**config.mk**
```make
export PLATFORM = sky130hd
export DESIGN_NAME = sesp_core
export DESIGN_NICKNAME = d
export VERILOG_FILES = /design/src/logic/sesp_core.v /design/src/logic/sesp_buf2.v
export VERILOG_INCLUDE_DIRS = /design/src /design/src/logic
export SDC_FILE = /design/constraint.sdc
export NUM_CORES = 2
export LEC_CHECK = 0
export BUFFER_PORTS_ARGS = -buffer_cell sky130_fd_sc_hd__buf_2
export CAP_MARGIN = 20
export CORE_UTILIZATION = 45
export DETAILED_ROUTE_END_ITERATION = 6
export PLACE_DENSITY = 0.7
export RECOVER_POWER = 25
export SLEW_MARGIN = 20
export SYNTH_ARGS = -nofsm -noshare
export SYNTH_HDL_FRONTEND = slang
export SYNTH_HIERARCHICAL = 1
export SYNTH_SLANG_ARGS = --single-unit
export TNS_END_PERCENT = 5
```
**constraint.sdc**
```tcl
create_clock -name clk -period 3.6 [get_ports clk]
set_input_delay 0.54 -clock clk [delete_from_list [all_inputs] [get_ports clk]]
set_output_delay 0.54 -clock clk [all_outputs]
set_load 0.05 [all_outputs]
```
**src/logic/sesp_defs.vh**
```
// Constants for the serial EEPROM port: opcodes, status layout, timing
`ifndef SESP_DEFS_VH
`define SESP_DEFS_VH

// Instruction codes
`define SESP_OP_ARM      8'h06
`define SESP_OP_CLEAR    8'h04
`define SESP_OP_FETCH    8'h05
`define SESP_OP_STORE    8'h01
`define SESP_OP_READ     8'h03
`define SESP_OP_WRITE    8'h02

// Status layout and protection bounds
`define SESP_STAT_ONES   4'hF
`define SESP_GUARD_RST   2'h0
`define SESP_GUARD_NONE  2'h0
`define SESP_GUARD_QTR   2'h1
`define SESP_GUARD_HALF  2'h2
`define SESP_GUARD_ALL   2'h3
`define SESP_QTR_BASE    8'hC0
`define SESP_HALF_BASE   8'h80

// Bit and byte counts
`define SESP_BIT_LAST    3'h7
`define SESP_STAT_BITS   4'h8
`define SESP_BYTE_W      8
`define SESP_PAGE_N      16

// Programming time and clock rate
`define SESP_PROG_MS     10
`define SESP_CLK_HZ      50000000
`define SESP_PROG_CYC    (`SESP_PROG_MS * `SESP_CLK_HZ / 1000)
`define SESP_CNT_W       24

`endif

```
**src/logic/sesp_core.v**
```verilog
// Serial EEPROM port: pin sampling, decoder, array, programming timer
`timescale 1ns/1ps
`include "sesp_defs.vh"
module sesp_core #(
   parameter PROG_CYC = `SESP_PROG_CYC
) (
   input  wire clk,           // System clock, 50 MHz
   input  wire nrst,          // Async reset, active low
   input  wire chip_pick_n,   // Select pin, active low
   input  wire bit_tempo,     // Serial clock pin
   input  wire in_line,       // Serial data in
   input  wire pause_pin,     // Pause pin, active low
   input  wire prot_pin_n,    // Write protect, active low
   output reg  out_line,      // Serial data out
   output reg  out_line_oe,   // Drive enable for out_line
   output reg  standby_q      // Idle, low power indication
);
   // Decoder states
   localparam ST_INSTR = 3'h0;
   localparam ST_ADDR  = 3'h1;
   localparam ST_RDATA = 3'h2;
   localparam ST_WDATA = 3'h3;
   localparam ST_SDATA = 3'h4;
   localparam ST_SOUT  = 3'h5;
   localparam ST_WAIT  = 3'h6;
   localparam [`SESP_CNT_W-1:0] PROG_LAST =
      PROG_CYC[`SESP_CNT_W-1:0] - {{(`SESP_CNT_W-1){1'b0}}, 1'b1};

   ////////////////////////////////////////////////////////////////////////
   // Functions

   // Assemble the status byte
   function [7:0] stat_byte;
      input [1:0] g;
      input       a;
      input       b;
      begin
         stat_byte = {`SESP_STAT_ONES, g, a, b};
      end
   endfunction

   // True when an address falls into the guarded range
   function guard_hit;
      input [1:0] g;
      input [7:0] a;
      begin
         case (g)
            `SESP_GUARD_QTR:  guard_hit = (a >= `SESP_QTR_BASE);
            `SESP_GUARD_HALF: guard_hit = (a >= `SESP_HALF_BASE);
            `SESP_GUARD_ALL:  guard_hit = 1'b1;
            default:          guard_hit = 1'b0;
         endcase
      end
   endfunction

   ////////////////////////////////////////////////////////////////////////
   // Pin synchronisers: order is select, clock, data, pause, protect

   reg [4:0] m1_q;                // First stage, read only by m2
   reg [4:0] m2_q;                // Second stage
   reg       cs_d_q;              // Delayed select for edges
   reg       tmp_d_q;             // Delayed clock for edges
   reg       pau_d_q;             // Delayed pause for edges

   // Pins idle high except clock and data
   always @(posedge clk or negedge nrst) begin
      if (!nrst) begin
         m1_q    <= 5'h13;
         m2_q    <= 5'h13;
         cs_d_q  <= 1'b1;
         tmp_d_q <= 1'b0;
         pau_d_q <= 1'b1;
      end else begin
         m1_q    <= {chip_pick_n, bit_tempo, in_line, pause_pin,
                     prot_pin_n};
         m2_q    <= m1_q;
         cs_d_q  <= m2_q[4];
         tmp_d_q <= m2_q[3];
         pau_d_q <= m2_q[1];
      end
   end

   wire cs_s   = m2_q[4];
   wire tmp_s  = m2_q[3];
   wire din_s  = m2_q[2];
   wire pau_s  = m2_q[1];
   wire prot_s = m2_q[0];
   wire sel    = !cs_s;
   wire cs_up  = cs_s && !cs_d_q;
   wire cs_dn  = !cs_s && cs_d_q;

   ////////////////////////////////////////////////////////////////////////
   // Selection and pause

   reg seen_q;                    // A select fall has been seen
   reg paused_q;                  // Pause in force

   // Nothing is accepted before the first select fall
   always @(posedge clk or negedge nrst) begin
      if (!nrst)
         seen_q <= 1'b0;
      else if (cs_dn)
         seen_q <= 1'b1;
   end

   // Pause edges count only with the serial clock low
   // Pause survives a deselect; the decoder still resets
   always @(posedge clk or negedge nrst) begin
      if (!nrst)
         paused_q <= 1'b0;
      else if (sel && !tmp_s && !pau_s && pau_d_q)
         paused_q <= 1'b1;
      else if (sel && !tmp_s && pau_s && !pau_d_q)
         paused_q <= 1'b0;
   end

   // Clock edges are ignored while paused or deselected
   wire act  = sel && seen_q && !paused_q;
   wire rise = act && tmp_s && !tmp_d_q;     // Capture edge
   wire fall = act && !tmp_s && tmp_d_q;     // Launch edge

   ////////////////////////////////////////////////////////////////////////
   // Shared state

   reg [2:0]  state_q;            // Decoder state
   reg [2:0]  bitcnt_q;           // Bits within current byte
   reg [7:0]  sh_q;               // Input shifter
   reg [7:0]  addr_q;             // Array address
   reg [3:0]  pbase_q;            // Page being collected
   reg [15:0] mask_q;             // Page bytes received
   reg        rd_q;               // Address phase belongs to a read
   reg        got_q;              // A full data byte arrived
   reg [7:0]  sdat_q;             // Received status byte
   reg        arm_q;              // Write enable latch
   reg        busy_q;             // Programming in progress
   reg        kind_q;             // Cycle targets status when set
   reg [1:0]  guard_q;            // Non-volatile guard bits
   reg [`SESP_CNT_W-1:0] pcnt_q;  // Programming timer
   reg [7:0]  mem [0:255];        // Array
   reg [7:0]  page [0:15];        // Page latch
   reg [7:0]  osh_q;              // Output shifter
   reg [2:0]  ocnt_q;             // Bits left in output byte
   reg [3:0]  sent_q;             // Status bits shifted out
   reg        drv_q;              // Output is being driven

   wire [7:0] byte_in = {sh_q[6:0], din_s};  // MSB first
   wire       done    = rise && (bitcnt_q == `SESP_BIT_LAST);
   wire       wr_byte = done && (state_q == ST_WDATA);
   wire       sout_end = fall && (state_q == ST_SOUT) &&
                         (sent_q == `SESP_STAT_BITS);
   wire       prog_end = busy_q && (pcnt_q == {`SESP_CNT_W{1'b0}});

   // Prefetch buffer hand-shake
   wire       pf_ready;
   wire       pf_valid = sel && (state_q == ST_RDATA);
   wire       pf_take  = pf_valid && pf_ready;
   wire       ob_valid;
   wire [7:0] ob_data;
   wire       ob_pop = fall && (state_q == ST_RDATA) &&
                       (ocnt_q == 3'h0) && ob_valid;

   // Start conditions checked at the select rise
   wire bound  = got_q && (bitcnt_q == 3'h0) && arm_q && prot_s &&
                 seen_q && !paused_q;
   wire st_arr = cs_up && bound && (state_q == ST_WDATA) &&
                 !guard_hit(guard_q, {pbase_q, 4'h0});
   wire st_sta = cs_up && bound && (state_q == ST_SDATA);

   ////////////////////////////////////////////////////////////////////////
   // Instruction decoder and shifter

   always @(posedge clk or negedge nrst) begin
      if (!nrst) begin
         state_q  <= ST_INSTR;
         bitcnt_q <= 3'h0;
         sh_q     <= 8'h00;
         addr_q   <= 8'h00;
         pbase_q  <= 4'h0;
         mask_q   <= 16'h0000;
         rd_q     <= 1'b0;
         got_q    <= 1'b0;
         sdat_q   <= 8'h00;
      end else begin
         // Read address advances per prefetched byte, wraps
         if (pf_take)
            addr_q <= addr_q + 8'h01;
         if (!sel) begin
            // Deselect returns to awaiting an opcode
            state_q  <= ST_INSTR;
            bitcnt_q <= 3'h0;
            got_q    <= 1'b0;
         end else if (sout_end) begin
            state_q <= ST_WAIT;
         end else if (rise && state_q != ST_WAIT) begin
            sh_q     <= byte_in;
            bitcnt_q <= bitcnt_q + 3'h1;
            case (state_q)
               ST_INSTR: if (done) begin
                  case (byte_in)
                     `SESP_OP_ARM:   state_q <= ST_WAIT;
                     `SESP_OP_CLEAR: state_q <= ST_WAIT;
                     `SESP_OP_FETCH: state_q <= ST_SOUT;
                     `SESP_OP_STORE:
                        state_q <= busy_q ? ST_WAIT : ST_SDATA;
                     `SESP_OP_READ: begin
                        // Refused while programming
                        state_q <= busy_q ? ST_WAIT : ST_ADDR;
                        rd_q    <= 1'b1;
                     end
                     `SESP_OP_WRITE: begin
                        state_q <= busy_q ? ST_WAIT : ST_ADDR;
                        rd_q    <= 1'b0;
                     end
                     default: state_q <= ST_WAIT;
                  endcase
               end
               ST_ADDR: if (done) begin
                  addr_q  <= byte_in;
                  pbase_q <= byte_in[7:4];
                  mask_q  <= 16'h0000;
                  state_q <= rd_q ? ST_RDATA : ST_WDATA;
               end
               ST_WDATA: if (done) begin
                  // Low nibble wraps inside the page
                  got_q <= 1'b1;
                  mask_q[addr_q[3:0]] <= 1'b1;
                  addr_q <= {addr_q[7:4], addr_q[3:0] + 4'h1};
               end
               ST_SDATA: begin
                  if (got_q) begin
                     // Any clock past eight bits cancels
                     got_q   <= 1'b0;
                     state_q <= ST_WAIT;
                  end else if (done) begin
                     sdat_q <= byte_in;
                     got_q  <= 1'b1;
                  end
               end
               default: ;
            endcase
         end
      end
   end

   ////////////////////////////////////////////////////////////////////////
   // Write enable latch

   // Protect pin has top priority; set needs protect released
   always @(posedge clk or negedge nrst) begin
      if (!nrst)
         arm_q <= 1'b0;
      else if (!prot_s)
         arm_q <= 1'b0;
      else if (prog_end)
         arm_q <= 1'b0;
      else if (done && state_q == ST_INSTR) begin
         if (byte_in == `SESP_OP_ARM)
            arm_q <= 1'b1;
         else if (byte_in == `SESP_OP_CLEAR)
            arm_q <= 1'b0;
      end
   end

   ////////////////////////////////////////////////////////////////////////
   // Programming timer and guard bits

   // Once started, nothing but the timer ends the cycle
   always @(posedge clk or negedge nrst) begin
      if (!nrst) begin
         busy_q  <= 1'b0;
         kind_q  <= 1'b0;
         pcnt_q  <= {`SESP_CNT_W{1'b0}};
         guard_q <= `SESP_GUARD_RST;
      end else if (busy_q) begin
         if (prog_end) begin
            busy_q <= 1'b0;
            if (kind_q)
               guard_q <= sdat_q[3:2];
         end else begin
            pcnt_q <= pcnt_q - {{(`SESP_CNT_W-1){1'b0}}, 1'b1};
         end
      end else if (st_arr || st_sta) begin
         busy_q <= 1'b1;
         kind_q <= st_sta;
         pcnt_q <= PROG_LAST;
      end
   end

   ////////////////////////////////////////////////////////////////////////
   // Page latch and array

   // Array is updated only at the end of a valid cycle
   always @(posedge clk) begin : arr_upd
      integer i;
      if (wr_byte)
         page[addr_q[3:0]] <= byte_in;
      if (prog_end && !kind_q) begin
         for (i = 0; i < `SESP_PAGE_N; i = i + 1) begin
            if (mask_q[i])
               mem[{pbase_q, i[3:0]}] <= page[i];
         end
      end
   end

   // Read bytes queue ahead so a slow receiver drops none
   sesp_buf2 #(
      .W (`SESP_BYTE_W)
   ) u_obuf (
      .clk       (clk),
      .nrst      (nrst),
      .flush     (!pf_valid),
      .in_valid  (pf_valid),
      .in_ready  (pf_ready),
      .in_data   (mem[addr_q]),
      .out_valid (ob_valid),
      .out_ready (ob_pop),
      .out_data  (ob_data)
   );

   ////////////////////////////////////////////////////////////////////////
   // Output shifter; out_line changes only on the falling clock edge, status byte loads at the rise

   always @(posedge clk or negedge nrst) begin
      if (!nrst) begin
         out_line <= 1'b0;
         osh_q    <= 8'h00;
         ocnt_q   <= 3'h0;
         sent_q   <= 4'h0;
         drv_q    <= 1'b0;
      end else if (!sel || state_q == ST_WAIT) begin
         drv_q  <= 1'b0;
         ocnt_q <= 3'h0;
         sent_q <= 4'h0;
      end else if (done && state_q == ST_INSTR) begin
         // Status snapshot; old guards during status write
         osh_q  <= stat_byte(guard_q, arm_q, busy_q);
         sent_q <= 4'h0;
      end else if (fall && state_q == ST_SOUT) begin
         if (sent_q == `SESP_STAT_BITS) begin
            drv_q <= 1'b0;
         end else begin
            out_line <= osh_q[7];
            osh_q    <= {osh_q[6:0], 1'b0};
            sent_q   <= sent_q + 4'h1;
            drv_q    <= 1'b1;
         end
      end else if (fall && state_q == ST_RDATA) begin
         if (ocnt_q == 3'h0) begin
            if (ob_valid) begin
               out_line <= ob_data[7];
               osh_q    <= {ob_data[6:0], 1'b0};
               ocnt_q   <= `SESP_BIT_LAST;
               drv_q    <= 1'b1;
            end
         end else begin
            out_line <= osh_q[7];
            osh_q    <= {osh_q[6:0], 1'b0};
            ocnt_q   <= ocnt_q - 3'h1;
         end
      end
   end

   // Floating while deselected or paused; standby when deselected and not busy
   always @(posedge clk or negedge nrst) begin
      if (!nrst) begin
         out_line_oe <= 1'b0;
         standby_q   <= 1'b1;
      end else begin
         out_line_oe <= drv_q && sel && !paused_q;
         standby_q   <= !sel && !busy_q;
      end
   end
endmodule

```
**src/logic/sesp_buf2.v**
```verilog
// Two-entry buffer between array prefetch and serial output shifter
`timescale 1ns/1ps
`include "sesp_defs.vh"
module sesp_buf2 #(
   parameter W = `SESP_BYTE_W
) (
   input  wire         clk,       // System clock
   input  wire         nrst,      // Async reset, active low
   input  wire         flush,     // Drop all entries
   input  wire         in_valid,  // Producer offers a word
   output wire         in_ready,  // Room for a word
   input  wire [W-1:0] in_data,   // Word offered
   output wire         out_valid, // A word is held
   input  wire         out_ready, // Consumer takes the word
   output wire [W-1:0] out_data   // Oldest word
);
   reg [W-1:0] ent_q [0:1];       // Storage
   reg         wp_q;              // Write slot
   reg         rp_q;              // Read slot
   reg [1:0]   cnt_q;             // Entries held

   wire push = in_valid && in_ready;
   wire pop  = out_valid && out_ready;

   assign in_ready  = (cnt_q != 2'h2);
   assign out_valid = (cnt_q != 2'h0);
   assign out_data  = ent_q[rp_q];

   // Pointers and fill level; flush wins so stale bytes never leak
   always @(posedge clk or negedge nrst) begin
      if (!nrst) begin
         wp_q  <= 1'b0;
         rp_q  <= 1'b0;
         cnt_q <= 2'h0;
      end else if (flush) begin
         wp_q  <= 1'b0;
         rp_q  <= 1'b0;
         cnt_q <= 2'h0;
      end else begin
         if (push)
            wp_q <= ~wp_q;
         if (pop)
            rp_q <= ~rp_q;
         if (push && !pop)
            cnt_q <= cnt_q + 2'h1;
         else if (pop && !push)
            cnt_q <= cnt_q - 2'h1;
      end
   end

   // Data storage, no reset needed
   always @(posedge clk) begin
      if (push && !flush)
         ent_q[wp_q] <= in_data;
   end
endmodule

```
==> metrics.md <==
| Metric | Value |
|---|---|
| Status | finished with violations |
| Failing checks | max-capacitance violations, max-slew violations, negative setup slack |
| Synth top area share | 74.0% |
| Fin nets | 5051 |
| Post-synthesis sequential area ratio | 77.2% |
| DR WL/cell | 43.3 µm |
| Pwr Density | 509 nW/µm² |
| Placer Congestion | 1.09 |
| CP Cell Sequence | or3b_2 > o22ai_1 > a211oi_2 > buf_4 > a31oi_1 > buf_4 > a211oi_1 > o22ai_1 > buf_4 |
| Post-synthesis xor/xnor area fraction | 0.207% |
| Asr flop ratio synth | 4.86% |
| Highest-delay cell along the critical path | dfrtp_4 |
| Synth unique cells | 76 |
| Setup TNS Final | -0.273 ns |
| LEAKAGE | 0.0331 µW |
| Largest net degree at the start of global routing | 59 |
| Worst path top cell family by delay | compound AO/OA/AOI/OAI gates |
| Slew @ Worst Pin | 2.07 ns |
| Cell Area, Synth | 88900 µm² |
| GRT met1 Usage | 45.7% |
| Row count | 162 |
| Largest family of logic cells by synthesized area | multiplexers |
| Worst setup SP type | flop |
| Setup ws final | -0.137 ns |
| Initial antenna violation count | 56 |
| GR Overflow Total | 0 |
| Via-per-instance ratio | 6.68 |
| Worst vdd ir | 0.000528 V |
| Yosys warnings | 6 |
| Vias in the first global route | 48800 |
| Synth Area per Inst | 20.5 µm² |
| Fmax | 268 MHz |
| Max-cap violations | 53 |
| Simple-Gate Fraction of Synth Area | 3.48% |
| GRT Max-Usage Layer | met2 |
| Detailed Route Iter0 Violations | 10100 |
| Fillers | 14900 |
| Top Ports | 10 |
| Largest cells by area after synthesis | edfxtp_1 (74%), mux4_2 (13%), dfrtp_1 (2.9%) |
| WS Path Type | flop to flop |
| Most frequent cells in the layout | edfxtp_1 (2192), buf_4 (587), mux4_2 (496), nor2_1 (360), clkbuf_16 (220) |
| Overall Power | 53000 µW |
| Reg clk slew, reported paths | 0.07 ns |
| Clock latency on the worst-skew pair | 0.91 ns |
| Slowest cell delay on critical path | 0.65 ns |
| Worst Setup End Kind | flop |
| Commonest non-fill, non-tap cell in the layout | edfxtp_1 |
| Largest area contributor in the netlist | edfxtp_1 |
| Post-DP HPWL | 235000 µm |
| EDFF count, synth | 2192 |
| Worst hold slack | 0.290 ns |
| Vias | 52600 |
| Final ANT Viol Nets | 0 |
| Clock Path Buffers | 3 |
| Count of pins over their slew limit | 920 |
| Post-Synth Adder-Cell Area | 0.197% |
| Global Route Usage Sum | 34.3% |
| Slew HR | -38.0% |
| Synth Flop Type | edfxtp_1 |
| Die W | 447 µm |
| Clock skew | 0.0658 ns |
| Critical Path RT | 4.26 ns |
| RSZ-0062 raised after global routing | no |
| CP Max Fanout | 17 |
| Die area | 199000 µm² |
| Met2 Usage GRT | 47.7% |
| Register area | 68700 µm² |
| Fin crit period | 3.74 ns |
| CTS tree | yes |
| Mux contribution to synthesized area | 14.3% |
| Area occupied by multi-input gates | 19100 µm² |
| Area Growth Syn to Fin | 17.1% |
| CTS buffer count | 219 |
| First-pass DRT Iterations | 6 |
| CTS Sinks | 2304 |
| CTS H-tree depth | 4 |
| Root Buffer | clkbuf_16 |
| Buffer and inverter count on the worst path | 3 |
| Cells after DPL | 7423 |
| Post-Synthesis Cells | 4341 |
| Arrival time at the worst endpoint | 4.40 ns |
| Core ar. | 196000 µm² |
| I/O Buffers | 9 |
| Hold Vio Cnt, Final | 0 |
| Layout cells sized above 1 | 29.7% |
| Starting Density | 45.5% |
| Final setup fails | 2 |
| First-pass GRT wire length | 449000 µm |
| DRT Wirelength | 341000 µm |
| Routing usage on met3 | 13.5% |
| Die height | 447 µm |
| Tcrit/Tclk final | 104% |
| Final Non-Filler Cells | 7872 |
| Worst Hold Class | input pin to flop |
| Most used cell, CP | buf_4 |
| Residual DRC | 0 |
| Syn_nets | 4362 |
| Synthesized flop and latch total | 2304 |
| Post-synthesis compound-gate area fraction | 3.17% |
-- repair_timing --
| item | in CTS | in global routing |
|---|---|---|
| gates resized for setup | 3 | 2 |
| setup buffers | 0 | 4 |
| endpoints found under the setup margin | 4 | 4 |
| pin swaps | 0 | 2 |
| hold buffers | 6 | 0 |
| endpoints found under the hold margin | 53 | 0 |
-- synth_stat cells, drive strengths merged, types with 22 or more instances --
master / n
nor2: 361
nor2b: 22
mux4: 496
a22oi: 58
o221ai: 24
inv: 24
mux2: 26
nor3: 25
nand3: 44
o22ai: 38
clkbuf: 134
a22o: 26
a21oi: 70
nand2: 122
dfrtp: 103
edfxtp: 2192
o21ai: 36
buf: 116
a211oi: 51
mux2i: 127
-- worst paths after layout --
| kind | start | end | slack [ns] | cells after the start |
|---|---|---|---|---|
| setup / recovery | addr_q[1] | u_obuf/ent_q[1][7] | -0.14 | 9 |
| hold / removal | chip_pick_n | m1_q[4] | 0.29 | 2 |
| setup reg to reg | addr_q[1] | u_obuf/ent_q[1][7] | -0.14 | 9 |
| hold reg to reg | m1_q[2] | m2_q[2] | 0.35 | 0 |
| max in group asynchronous | nrst | addr_q[4] | 2.05 | 3 |
| min in group asynchronous | nrst | pcnt_q[21] | 0.53 | 2 |
-- layout make-up --
| cell class | count | share of cell area, % |
|---|---|---|
| antenna | 24 | 0.0577 |
| tap | 2624 | 3.15 |
| inverter | 24 | 0.0865 |
| timing repair buffer | 718 | 5.48 |
| multi-input combinational | 1763 | 18.3 |
| clock buffer | 250 | 5.40 |
| sequential | 2304 | 66.0 |
| clock inverter | 165 | 1.56 |
-- metal layers --
metal / routed length (µm) / share of wire [%]
met1: 116000 / 34
met2: 143000 / 42
met3: 56500 / 17
met4: 24500 / 7.2
met5: 393 / 0.12
-- logic make-up after synthesis --
| family | count (synthesis) |
|---|---|
| flops | 2304 |
| fa+ha+maj | 14 |
| buf+inv | 274 |
| mux | 649 |
| compound gates | 399 |
| simple gates | 680 |
| xor+xnor | 21 |
-- where the power goes --
part,switching [µW],internal (µW),leakage (µW)
registers,59.6,29100,0.0213
clock network,10500,12900,0.00351
logic,382,67.8,0.00835
total,10900,42000,0.0331
-- sequential cells by signal, indices dropped and copies added (netlist names), 7 cells and up --
name,cells
mem,2048
osh_q,8
u_obuf/ent_q,16
page,128
addr_q,8
mask_q,16
pcnt_q,24
sh_q,7
-- metrics by stage --
step | cell area (µm²) | worst slack (ns) | utilization [%]
3_3_place_gp | 96800 | -0.143 | 49.5
4_1_cts | 104000 | 0.0267 | 53.3
5_1_grt | 104000 | 0.00913 | 53.2
6_report | 104000 | -0.137 | 53.2
2_1_floorplan | 88900 | 0.612 | -
3_5_place_dp | 97000 | -0.126 | 49.6
-- worst reg2reg max path, stage by stage (launching register included) --
cell      delay (ns)
dfrtp_4         0.65
or3b_2          0.60
o22ai_1         0.38
a211oi_2        0.56
buf_4           0.22
a31oi_1         0.08
buf_4           0.14
a211oi_1        0.40
o22ai_1         0.28
buf_4           0.20
No activity file was read; power rests on OpenSTA's default activity.
